`config.mk`:
```
export PLATFORM = sky130hd
export DESIGN_NAME = cbc_top
export DESIGN_NICKNAME = d
export VERILOG_FILES = /design/src/design/cbc_pkg.sv /design/src/design/cbc_top.sv
export SDC_FILE = /design/constraint.sdc
export NUM_CORES = 1
export LEC_CHECK = 0
export ABC_AREA = 1
export BUFFER_PORTS_ARGS = -buffer_cell sky130_fd_sc_hd__buf_4
export CAP_MARGIN = 20
export CORE_ASPECT_RATIO = 2
export CORE_MARGIN = 8
export CORE_UTILIZATION = 38
export DETAILED_ROUTE_END_ITERATION = 7
export GPL_ROUTABILITY_DRIVEN = 0
export PLACE_DENSITY = 0.67
export SETUP_SLACK_MARGIN = 0.3
export SLEW_MARGIN = 20
export SYNTH_ARGS = -nofsm -noshare
export SYNTH_HDL_FRONTEND = slang
export SYNTH_SLANG_ARGS = --single-unit
```
`constraint.sdc`:
```
create_clock -name mclk_in -period 1.42 [get_ports mclk_in]
set_clock_uncertainty 0.1 [all_clocks]
set_input_delay 0.142 -clock mclk_in [delete_from_list [all_inputs] [get_ports mclk_in]]
set_output_delay 0.142 -clock mclk_in [all_outputs]
set_load 0.05 [all_outputs]
```
`src/design/cbc_pkg.sv`:
```
// Package of constants and types for the second comparator control block.
package cbc_pkg;
	// ==========================================================
	// Register map.
	localparam logic [11:0] CBC_CTRL_ADDR = 12'h000;
	localparam logic [11:0] CBC_AUX_ADDR = 12'h004;
	localparam logic [11:0] CBC_PORT_ADDR = 12'h008;
	// ==========================================================
	// Control register field positions.
	localparam int CBC_EN_BIT = 7;
	localparam int CBC_RES_BIT = 6;
	localparam int CBC_OE_BIT = 5;
	localparam int CBC_POL_BIT = 4;
	localparam int CBC_REF_BIT = 2;
	localparam int CBC_CH_HI = 1;
	localparam int CBC_CH_LO = 0;
	localparam logic [7:0] CBC_CTRL_WMASK = 8'hB7;
	localparam logic [7:0] CBC_CTRL_RST = 8'h00;
	// Auxiliary register field positions.
	localparam int CBC_MIR_BIT = 6;
	localparam int CBC_GSS_BIT = 1;
	localparam int CBC_SYNC_BIT = 0;
	localparam logic [7:0] CBC_AUX_WMASK = 8'h03;
	localparam logic [7:0] CBC_AUX_RST = 8'h02;
	// Port data register layout.
	localparam int CBC_PORT_W = 4;
	localparam logic [3:0] CBC_PORT_DIR_RST = 4'hF;
	localparam logic [3:0] CBC_PORT_ANA_RST = 4'hF;
	// ==========================================================
	// Carriers.
	typedef struct packed {
		logic enable;
		logic pin_drive_en;
		logic invert;
		logic ref_select;
		logic [1:0] chan_sel;
	} cbc_ctrl_t;
	typedef struct packed {
		logic gate_source_select;
		logic sync_en;
	} cbc_aux_t;
endpackage : cbc_pkg

```
`src/design/cbc_top.sv`:
```
// Second comparator control block with APB register access.
//
// The APB interface to the registers and the address map are this design's own decisions.
`timescale 1ns/10ps
`default_nettype none
// Summary of operation
// - Pin drives result only if enabled, pin drive bit set, direction bit zero.
// - Invert set: result reads 0 when noninverting input exceeds inverting input.
// - Gate source select clear lets comparator output gate the counter.
// - Port reads return 0 for every pin configured as analog.
// - With sync set, counter gate takes result latched on falling edge of counter clock enable.
module cbc_top import cbc_pkg::*; (
	input wire logic mclk_in,
	input wire logic rst_n_in,
	input wire logic psel_in,
	input wire logic penable_in,
	input wire logic pwrite_in,
	input wire logic [11:0] paddr_in,
	input wire logic [31:0] pwdata_in,
	output logic [31:0] prdata_out,
	output logic pready_out,
	output logic pslverr_out,
	input wire logic cmp_raw_in,
	input wire logic cnt_clk_in,
	input wire logic [3:0] port_pins_in,
	output logic cmp_b_enable_out,
	output logic cmp_b_ref_select_out,
	output logic [3:0] inv_pin_sel_out,
	output logic cmp_pin_out,
	output logic cmp_pin_oe_out,
	output logic cnt_gate_out,
	output logic gate_source_select_out
);
	// ==========================================================
	// Input synchronisers.
	logic cmp_s1_r, cmp_s2_r, clk_s1_r, clk_s2_r, clk_s3_r;
	logic [3:0] pin_s1_r, pin_s2_r;
	always_ff @(posedge mclk_in) begin
		if (!rst_n_in) begin
			cmp_s1_r <= 1'b0;
			cmp_s2_r <= 1'b0;
			clk_s1_r <= 1'b0;
			clk_s2_r <= 1'b0;
			clk_s3_r <= 1'b0;
			pin_s1_r <= 4'h0;
			pin_s2_r <= 4'h0;
		end else begin
			cmp_s1_r <= cmp_raw_in;
			cmp_s2_r <= cmp_s1_r;
			clk_s1_r <= cnt_clk_in;
			clk_s2_r <= clk_s1_r;
			clk_s3_r <= clk_s2_r;
			pin_s1_r <= port_pins_in;
			pin_s2_r <= pin_s1_r;
		end
	end
	// ==========================================================
	// Registers and result conditioning.
	cbc_ctrl_t ctrl_r, ctrl_nxt;
	cbc_aux_t aux_r, aux_nxt;
	logic [3:0] dir_r, dir_nxt, ana_r, ana_nxt;
	logic res_r, res_nxt, sync_r, sync_nxt;
	logic [31:0] rd_r, rd_nxt;
	logic rdy_r, rdy_nxt, err_r, err_nxt;
	logic pin_r, pin_nxt, oe_r, oe_nxt, gate_r, gate_nxt;
	logic [3:0] sel_r, sel_nxt;
	logic wr, setup, hit, res_now, cnt_fall;
	logic [7:0] ctrl_rd, aux_rd, wb;
	// Disabled comparator reads 0 so that stale core output never leaks.
	assign res_now = ctrl_r.enable & (cmp_s2_r ^ ctrl_r.invert);
	assign cnt_fall = clk_s3_r & ~clk_s2_r;
	assign setup = psel_in & ~penable_in;
	assign wr = psel_in & penable_in & pwrite_in & rdy_r;
	assign wb = pwdata_in[7:0];
	assign hit = (paddr_in == CBC_CTRL_ADDR) | (paddr_in == CBC_AUX_ADDR) |
		(paddr_in == CBC_PORT_ADDR);
	always_comb begin
		ctrl_rd = 8'h00;
		ctrl_rd[CBC_EN_BIT] = ctrl_r.enable;
		ctrl_rd[CBC_RES_BIT] = res_r;
		ctrl_rd[CBC_OE_BIT] = ctrl_r.pin_drive_en;
		ctrl_rd[CBC_POL_BIT] = ctrl_r.invert;
		ctrl_rd[CBC_REF_BIT] = ctrl_r.ref_select;
		ctrl_rd[CBC_CH_HI:CBC_CH_LO] = ctrl_r.chan_sel;
		aux_rd = 8'h00;
		aux_rd[CBC_MIR_BIT] = res_r;
		aux_rd[CBC_GSS_BIT] = aux_r.gate_source_select;
		aux_rd[CBC_SYNC_BIT] = aux_r.sync_en;
	end
	always_comb begin
		ctrl_nxt = ctrl_r;
		aux_nxt = aux_r;
		dir_nxt = dir_r;
		ana_nxt = ana_r;
		rdy_nxt = setup;
		err_nxt = setup & ~hit;
		rd_nxt = rd_r;
		if (wr && paddr_in == CBC_CTRL_ADDR) begin
			ctrl_nxt.enable = wb[CBC_EN_BIT];
			ctrl_nxt.pin_drive_en = wb[CBC_OE_BIT];
			ctrl_nxt.invert = wb[CBC_POL_BIT];
			ctrl_nxt.ref_select = wb[CBC_REF_BIT];
			ctrl_nxt.chan_sel = wb[CBC_CH_HI:CBC_CH_LO];
		end
		if (wr && paddr_in == CBC_AUX_ADDR) begin
			aux_nxt.gate_source_select = wb[CBC_GSS_BIT];
			aux_nxt.sync_en = wb[CBC_SYNC_BIT];
		end
		if (wr && paddr_in == CBC_PORT_ADDR) begin
			dir_nxt = pwdata_in[CBC_PORT_W-1:0];
			ana_nxt = pwdata_in[2*CBC_PORT_W-1:CBC_PORT_W];
		end
		if (setup && !pwrite_in) begin
			rd_nxt = 32'h0000_0000;
			case (paddr_in)
				CBC_CTRL_ADDR: rd_nxt[7:0] = ctrl_rd;
				CBC_AUX_ADDR: rd_nxt[7:0] = aux_rd;
				CBC_PORT_ADDR: rd_nxt[11:0] = {pin_s2_r & ~ana_r, ana_r, dir_r};
				default: rd_nxt = 32'h0000_0000;
			endcase
		end
	end
	always_comb begin
		res_nxt = res_now;
		sync_nxt = cnt_fall ? res_now : sync_r;
		// Gate pulls the latched copy only when sync is set, avoiding a race with counting.
		gate_nxt = aux_r.sync_en ? sync_r : res_now;
		pin_nxt = res_now;
		oe_nxt = ctrl_r.enable & ctrl_r.pin_drive_en & ~dir_r[0];
		sel_nxt = 4'h0;
		for (int i = 0; i < 4; i++) begin
			sel_nxt[i] = (ctrl_r.chan_sel == 2'(i));
		end
	end
	always_ff @(posedge mclk_in) begin
		if (!rst_n_in) begin
			ctrl_r <= '0;
			aux_r <= cbc_aux_t'(CBC_AUX_RST[1:0]);
			dir_r <= CBC_PORT_DIR_RST;
			ana_r <= CBC_PORT_ANA_RST;
			res_r <= 1'b0;
			sync_r <= 1'b0;
			rd_r <= 32'h0000_0000;
			rdy_r <= 1'b0;
			err_r <= 1'b0;
			pin_r <= 1'b0;
			oe_r <= 1'b0;
			gate_r <= 1'b0;
			sel_r <= 4'h1;
		end else begin
			ctrl_r <= ctrl_nxt;
			aux_r <= aux_nxt;
			dir_r <= dir_nxt;
			ana_r <= ana_nxt;
			res_r <= res_nxt;
			sync_r <= sync_nxt;
			rd_r <= rd_nxt;
			rdy_r <= rdy_nxt;
			err_r <= err_nxt;
			pin_r <= pin_nxt;
			oe_r <= oe_nxt;
			gate_r <= gate_nxt;
			sel_r <= sel_nxt;
		end
	end
	// ==========================================================
	// Outputs, all straight from flip-flops.
	logic en_o_r, ref_o_r, gss_o_r;
	always_ff @(posedge mclk_in) begin
		if (!rst_n_in) begin
			en_o_r <= 1'b0;
			ref_o_r <= 1'b0;
			gss_o_r <= CBC_AUX_RST[CBC_GSS_BIT];
		end else begin
			en_o_r <= ctrl_r.enable;
			ref_o_r <= ctrl_r.ref_select;
			gss_o_r <= aux_r.gate_source_select;
		end
	end
	assign prdata_out = rd_r;
	assign pready_out = rdy_r;
	assign pslverr_out = err_r;
	assign cmp_b_enable_out = en_o_r;
	assign cmp_b_ref_select_out = ref_o_r;
	assign inv_pin_sel_out = sel_r;
	assign cmp_pin_out = pin_r;
	assign cmp_pin_oe_out = oe_r;
	assign cnt_gate_out = gate_r;
	assign gate_source_select_out = gss_o_r;
	// ==========================================================
	// Assertions.
	property p_pin_oe;
		@(posedge mclk_in) disable iff (!rst_n_in)
		cmp_pin_oe_out |-> $past(ctrl_r.enable) && $past(ctrl_r.pin_drive_en) && !$past(dir_r[0]);
	endproperty
	a_pin_oe: assert property (p_pin_oe) else $error("Pin driven without all enables.");
	property p_invert;
		@(posedge mclk_in) disable iff (!rst_n_in)
		(ctrl_r.enable && ctrl_r.invert && cmp_s2_r) |=> !res_r;
	endproperty
	a_invert: assert property (p_invert) else $error("Inverted result wrong.");
	property p_internal;
		@(posedge mclk_in) disable iff (!rst_n_in)
		!ctrl_r.pin_drive_en |=> !cmp_pin_oe_out;
	endproperty
	a_internal: assert property (p_internal) else $error("Pin driven while internal.");
	property p_chan;
		@(posedge mclk_in) disable iff (!rst_n_in)
		##1 inv_pin_sel_out == (4'h1 << $past(ctrl_r.chan_sel));
	endproperty
	a_chan: assert property (p_chan) else $error("Channel select wrong.");
	property p_gate;
		@(posedge mclk_in) disable iff (!rst_n_in)
		!aux_r.sync_en |=> cnt_gate_out == $past(res_now);
	endproperty
	a_gate: assert property (p_gate) else $error("Gate does not follow result.");
	property p_analog;
		@(posedge mclk_in) disable iff (!rst_n_in)
		(setup && !pwrite_in && paddr_in == CBC_PORT_ADDR) |=> (prdata_out[11:8] & ana_r) == 4'h0;
	endproperty
	a_analog: assert property (p_analog) else $error("Analog pin read nonzero.");
	property p_sync;
		@(posedge mclk_in) disable iff (!rst_n_in)
		!cnt_fall |=> sync_r == $past(sync_r);
	endproperty
	a_sync: assert property (p_sync) else $error("Latched result moved off edge.");
	property p_ref;
		@(posedge mclk_in) disable iff (!rst_n_in)
		##1 cmp_b_ref_select_out == $past(ctrl_r.ref_select);
	endproperty
	a_ref: assert property (p_ref) else $error("Reference select wrong.");
	property p_bit3;
		@(posedge mclk_in) disable iff (!rst_n_in)
		(rdy_r && !pwrite_in && paddr_in == CBC_CTRL_ADDR) |-> prdata_out[3] == 1'b0;
	endproperty
	a_bit3: assert property (p_bit3) else $error("Bit 3 reads nonzero.");
	c_pin: cover property (@(posedge mclk_in) disable iff (!rst_n_in) cmp_pin_oe_out);
	c_sync: cover property (@(posedge mclk_in) disable iff (!rst_n_in) cnt_fall && aux_r.sync_en);
	c_err: cover property (@(posedge mclk_in) disable iff (!rst_n_in) pslverr_out);
endmodule : cbc_top
`default_nettype wire

```
==> flow_summary.toml, run 1 <==
[sta]
tns_ns = 0
finalCritPeriodShare_pct = 79.7
layout_setup_ws_ns = 0.288
fmax_mhz = 884
drv_slew = 0
hold_viol_final = 0
whs_ns = 0.0100
period_needed_ns = 1.13
setup_viol = 0
rsz0062_at_grt = "true"

[clock_network]
clk_pin_slew_ns = 0.07
ctsHtreeMaxLevel = 2
numCtsBuffers = 5
clockRootBuffer = "clkbuf_16"
cts_tree = "built"
clock_latency_ns = 0.29
clk_path_buf_depth = 2
cts_sinks = 54

[detailed_routing]
wirelength_um = 5370
drtIter0Drc = 75
via_per_inst = 4.61
dr.pass1.iters = 4
drc = 0
route.vias.total = 1889
ant_nets = 0
routedWlPerCell_um = 13.1

[critical_path]
r2r_end = "ctrl_r[3]"
crit_path_start = "pready_out"
reg2reg_depth = 6
crit_fanout = 12
arrival_ns = 1.22
critPathLaunchType = "flop"
required_ns = 1.50
path_class = "flop to flop"
timing.rr.start = "pready_out"
crit_end = "ctrl_r[3]"
reg2reg_slack_ns = 0.29
critPathCaptureType = "flop"

[layout]
stdcell_count = 410
drive_gt1_share_pct = 34.4
postLayoutCellArea_um2 = 3140
fillers = 519
antenna_cells = 0
finalNetCount = 403
area_delta_synth_final_pct = 40.3

[synthesis]
netlist_area_um2 = 2240
syn_avg_cell_area_um2 = 8.24
synth_cell_types = 28
ys_ff_latch = 54
synthCells = 272
ys_seq_area_share_pct = 48.2
yosysWarningCount = 0

[power]
p_leak_nw = 1.52
p_per_area_nw_per_um2 = 1050
max-vdd-ir-drop_v = 0.00106

[placed_design]
preCtsSetupSlack_ns = -0.0256
portBuffers = 54
place_area_um2 = 2680
place_hpwl_um = 4040
dpl.cell_count = 387

[outcome]
status = "complete, no violations"

[floorplan]
start_util_pct = 39.3
fp.dieH_um = 125
num_rows = 39
die_area_um2 = 8760
die_x_um = 70.3
io_pins = 99
core_um2 = 5710

[global_routing]
grt_max_degree = 24
grt_remaining_overflow = 0
grt_pass1_vias = 1917
antenna_found_initial = 0
grt_pass1_wl_um = 8640
grt_use_total_pct = 12.1

[run]
maxCapViolCount = 0

[worst_hold_path]
min_path_type = "input port to flop"
==> cell type report <==
cell class                 instances  area (um^2)  share of cell area [%]
clock buffer                       6          139                    4.42
clock inverter                     2         38.8                    1.23
inverter                          35          136                    4.34
multi-input combinational        174          996                    31.7
sequential                        54         1080                    34.5
tap                               61         76.3                    2.43
timing repair buffer              78          673                    21.4
==> state kept, by name, indices dropped and copies added (netlist names), 2 cells and up <==
register,cells
dir_r,4
ctrl_r,6
inv_pin_sel_out,4
pin_s1_r,4
aux_r,2
pin_s2_r,4
prdata_out,12
ana_r,4
==> cell usage in the layout (no fill, tap or decap), types with 2 or more instances in the layout <==
cell	count
o21ai_2	9
nand2_4	4
o21ai_1	3
a21oi_1	15
o211ai_1	2
nor3_1	2
nand3_1	25
nor2_2	3
nand3_4	2
o21ai_0	4
conb_1	20
dfxtp_1	53
a21oi_2	6
nor2_4	7
nand2_2	4
nand3_2	3
buf_6	6
buf_4	58
dlygate4sd3_1	11
inv_1	32
inv_2	2
nand3b_1	4
nand2_1	49
nor2_1	8
clkbuf_16	5
buf_12	3
==> cell usage after synthesis <==
master / n / area, um^2
inv_2: 2 / 7.51
nand2_1: 52 / 195
nand3_1: 28 / 140
nand3_2: 2 / 20.0
o21ai_0: 5 / 25.0
o211ai_1: 2 / 15.0
nand2_4: 2 / 22.5
o21ai_2: 4 / 35.0
o21ai_1: 7 / 35.0
nor3_1: 2 / 10.0
conb_1: 1 / 3.75
nor2_2: 3 / 18.8
nor2_8: 1 / 20.0
inv_1: 32 / 120
a21oi_1: 16 / 80.1
nand3b_1: 4 / 30.0
buf_4: 21 / 158
buf_8: 1 / 15.0
clkinv_4: 1 / 8.76
clkbuf_1: 4 / 15.0
dfxtp_1: 54 / 1080
nand2_2: 4 / 25.0
a21oi_2: 5 / 43.8
or2_2: 1 / 6.26
nand4_1: 1 / 6.26
nor2_4: 5 / 56.3
buf_2: 2 / 10.0
nor2_1: 10 / 37.5
==> worst min path at each step <==
stage / from / endpoint / slack [ns] / cells past startpoint
after floorplan: cnt_clk_in / clk_s1_r / 0.14 / 2
after global placement: port_pins_in[1] / pin_s1_r[1] / 0.22 / 3
after detailed placement: cmp_raw_in / cmp_s1_r / 0.23 / 3
after CTS: pwdata_in[1] / ctrl_r[1] / 0.01 / 3
after global routing: pwdata_in[5] / ana_r[1] / 0.02 / 3
final: pwdata_in[5] / ana_r[1] / 0.01 / 3
==> cell families (layout without fill, tap and decap cells) <==
kind of cell	count (synthesis)	after routing	synth area share [%]
buf+inv	63	121	14.9
flops	54	54	48.2
compound gates	39	39	10.4
other cells	1	20	0.167
simple gates	115	115	26.2
==> metrics by stage <==
| stage | utilization [%] | total power [mW] |
|---|---|---|
| after floorplan | - | 1.82 |
| after global placement | 47.0 | 1.87 |
| after detailed placement | 47.0 | 1.88 |
| after CTS | 52.9 | 3.33 |
| after global routing | 55.1 | 3.44 |
| final | 55.1 | 3.31 |
==> critical path: stages, from the launching register on <==
cell	delay, ns
dfxtp_4	0.36
nand2_4	0.05
nor2_4	0.09
nand3_2	0.10
buf_12	0.16
o21ai_1	0.11
a21oi_1	0.05
==> power by group <==
part / internal (mW) / leakage [nW] / switching (mW)
clock: 0.886 / 0.0875 / 0.543
combinational: 0.111 / 0.996 / 0.233
sequential: 1.53 / 0.439 / 0.00710
total: 2.53 / 1.52 / 0.783
==> routing by layer <==
metal | GRT usage (%) | up-vias | share of wire, %
met5 | 0 | - | 0
met2 | 21.9 | 53 | 56
met4 | 6.43 | 0 | 2.2
met1 | 11.9 | 861 | 37
li1 | - | 969 | -
met3 | 3.19 | 6 | 5.1
==> repair_timing <==
item / 4_1_cts / 5_1_grt
pin swaps: 1 / 15
setup buffers: 3 / 1
setup endpoints to repair: 18 / 24
resized for setup: 4 / 24
endpoints found under the hold margin: 11 / 0
cloned: 0 / 0
hold buffers: 11 / 0
(Power assumes the default switching activity.)
==> run 2: changes to the inputs <==
==> constraint.sdc (replaced) <==
create_clock -name mclk_in -period 1.1 [get_ports mclk_in]
set_clock_uncertainty 0.1 [all_clocks]
set_input_delay 0.11 -clock mclk_in [delete_from_list [all_inputs] [get_ports mclk_in]]
set_output_delay 0.11 -clock mclk_in [all_outputs]
set_load 0.05 [all_outputs]
==> flow_summary.toml, run 2 (synthesis gave the netlist of run 1 again) <==
[layout]
finalNetCount = 426
postLayoutCellArea_um2 = 3790
fillers = 460
area_delta_synth_final_pct = 69.0
largest_reg_flops = 12
antenna_cells = 0
fin_util_pct = 66.3
final_cell_mix = "buf_4, nand2_1, inv_1"
drive_gt1_share_pct = 55.4
layout_commonest_cell = "buf_4"

[outcome]
violations = "hold timing, setup timing"
status = "complete, but fails checks"

[critical_path]
timing.rr.start = "pready_out"
crit_fanout = 5
critPathLaunchType = "flop"
r2r_end = "aux_r[0]"
reg2reg_slack_ns = -0.1
reg2reg_depth = 6
path_class = "flop to flop"
critPathCaptureType = "flop"
arrival_ns = 1.28
required_ns = 1.18

[clock_network]
cts_hold_buf = 6
clk_pin_slew_ns = 0.07
clockRootBuffer = "clkbuf_16"
clock_latency_ns = 0.30
cts_sinks = 54
clk_path_buf_depth = 2
ctsHtreeMaxLevel = 2
numCtsBuffers = 5
cts_tree = "built"

[sta]
drv_slew = 0
rsz0062_at_grt = "true"
tns_ns = -0.837
fmax_mhz = 836
finalCritPeriodShare_pct = 109
layout_setup_ws_ns = -0.0958
hold_viol_final = 8
whs_ns = -0.0557
period_needed_ns = 1.20
setup_viol = 17

[global_routing]
antenna_found_initial = 0
grt_pass1_vias = 2207
grt_max_degree = 38
grt_remaining_overflow = 0
grt_use_total_pct = 13.8
grt_pass1_wl_um = 10000

[worst_hold_path]
min_to = "dir_r[3]"
min_path_type = "input port to flop"
hold_depth = 3
min-delay-start = "pwdata_in[3]"

[detailed_routing]
drc = 0
routedWlPerCell_um = 14.1
dr.pass1.iters = 4
via_per_inst = 4.66
wirelength_um = 6110
ant_nets = 0
route.vias.total = 2017
drtIter0Drc = 88

[floorplan]
num_rows = 39
core_um2 = 5710
die_area_um2 = 8760
die_x_um = 70.3
fp.dieH_um = 125
start_util_pct = 39.3
io_pins = 99

[power]
p_leak_nw = 1.76
switching_share_pct = 24.7
p_per_area_nw_per_um2 = 1140
power_frac_seq_pct = 46.0
internal_power_mw = 3.25
combPwrFrac_pct = 11.8
p_clk_share_pct = 42.2
max-vdd-ir-drop_v = 0.00111
switchingPower_mw = 1.07

[placed_design]
place_area_um2 = 2830
preCtsSetupSlack_ns = -0.247
portBuffers = 54
place_hpwl_um = 4010

[run]
maxCapViolCount = 0
[run 2: through the flow]
stage / hold slack, ns / power [mW] / instances
after global placement: 0.192 / 2.45 / 395
after floorplan: 0.108 / 2.36 / 291
final: -0.0557 / 4.32 / 433
after CTS: -0.0623 / 4.35 / 424
after detailed placement: 0.193 / 2.46 / 395
after global routing: -0.0461 / 4.47 / 433
[run 2: timing repair]
action	in CTS	in global routing
hold endpoints to repair	16	6
endpoints found under the setup margin	58	61
cloned	1	1
gates resized for setup	117	24
buffers inserted	14	8
pin swaps	30	10
[run 2: area by class of cell]
cell class / count / area (um^2) / share of cell area, %
Sequential cell: 54 / 1120 / 29.6
Tap cell: 61 / 76.3 / 2.02
Timing Repair Buffer: 100 / 1090 / 28.9
Multi-Input combinational cell: 175 / 1170 / 31.0
Clock inverter: 3 / 48.8 / 1.29
Clock buffer: 5 / 125 / 3.30
Inverter: 35 / 146 / 3.87
[run 2: per-layer routing]
| metal | up-vias | wire [um] | GRT usage [%] | share of wire (%) |
|---|---|---|---|---|
| met5 | - | 0 | 0 | 0 |
| met4 | 0 | 153 | 7.98 | 2.5 |
| met3 | 9 | 254 | 3.11 | 4.2 |
| met2 | 53 | 3470 | 25.5 | 57 |
| met1 | 941 | 2240 | 13.2 | 37 |
| li1 | 1014 | - | - | - |
[run 2: worst max path at each step]
| stage | from | to | slack (ns) | cells after the start |
|---|---|---|---|---|
| detailed placement | paddr_in[9] | dir_r[1] | -0.25 | 10 |
| CTS | pready_out | ctrl_r[1] | -0.09 | 6 |
| floorplan | pready_out | ctrl_r[4] | -0.25 | 6 |
| global route | pready_out | ctrl_r[4] | -0.16 | 6 |
| global placement | paddr_in[7] | prdata_out[7] | -0.20 | 9 |
| finish | pready_out | aux_r[0] | -0.1 | 6 |
[run 2: critical path: stages (launching register included)]
cell and delay (ns):
dfxtp_4 0.36, nand2_4 0.05, nor2_4 0.12, buf_6 0.18, nand3_4 0.10, o21ai_2 0.13, a21oi_1 0.05
[run 2: power by group through the flow]
stage	Clock, mW	Combinational (mW)	Sequential (mW)
6_report	1.82	0.510	1.99
5_1_grt	1.93	0.542	1.99
4_1_cts	1.86	0.496	1.99
3_5_place_dp	0	0.425	2.03
3_3_place_gp	0	0.421	2.03
2_1_floorplan	0	0.307	2.05
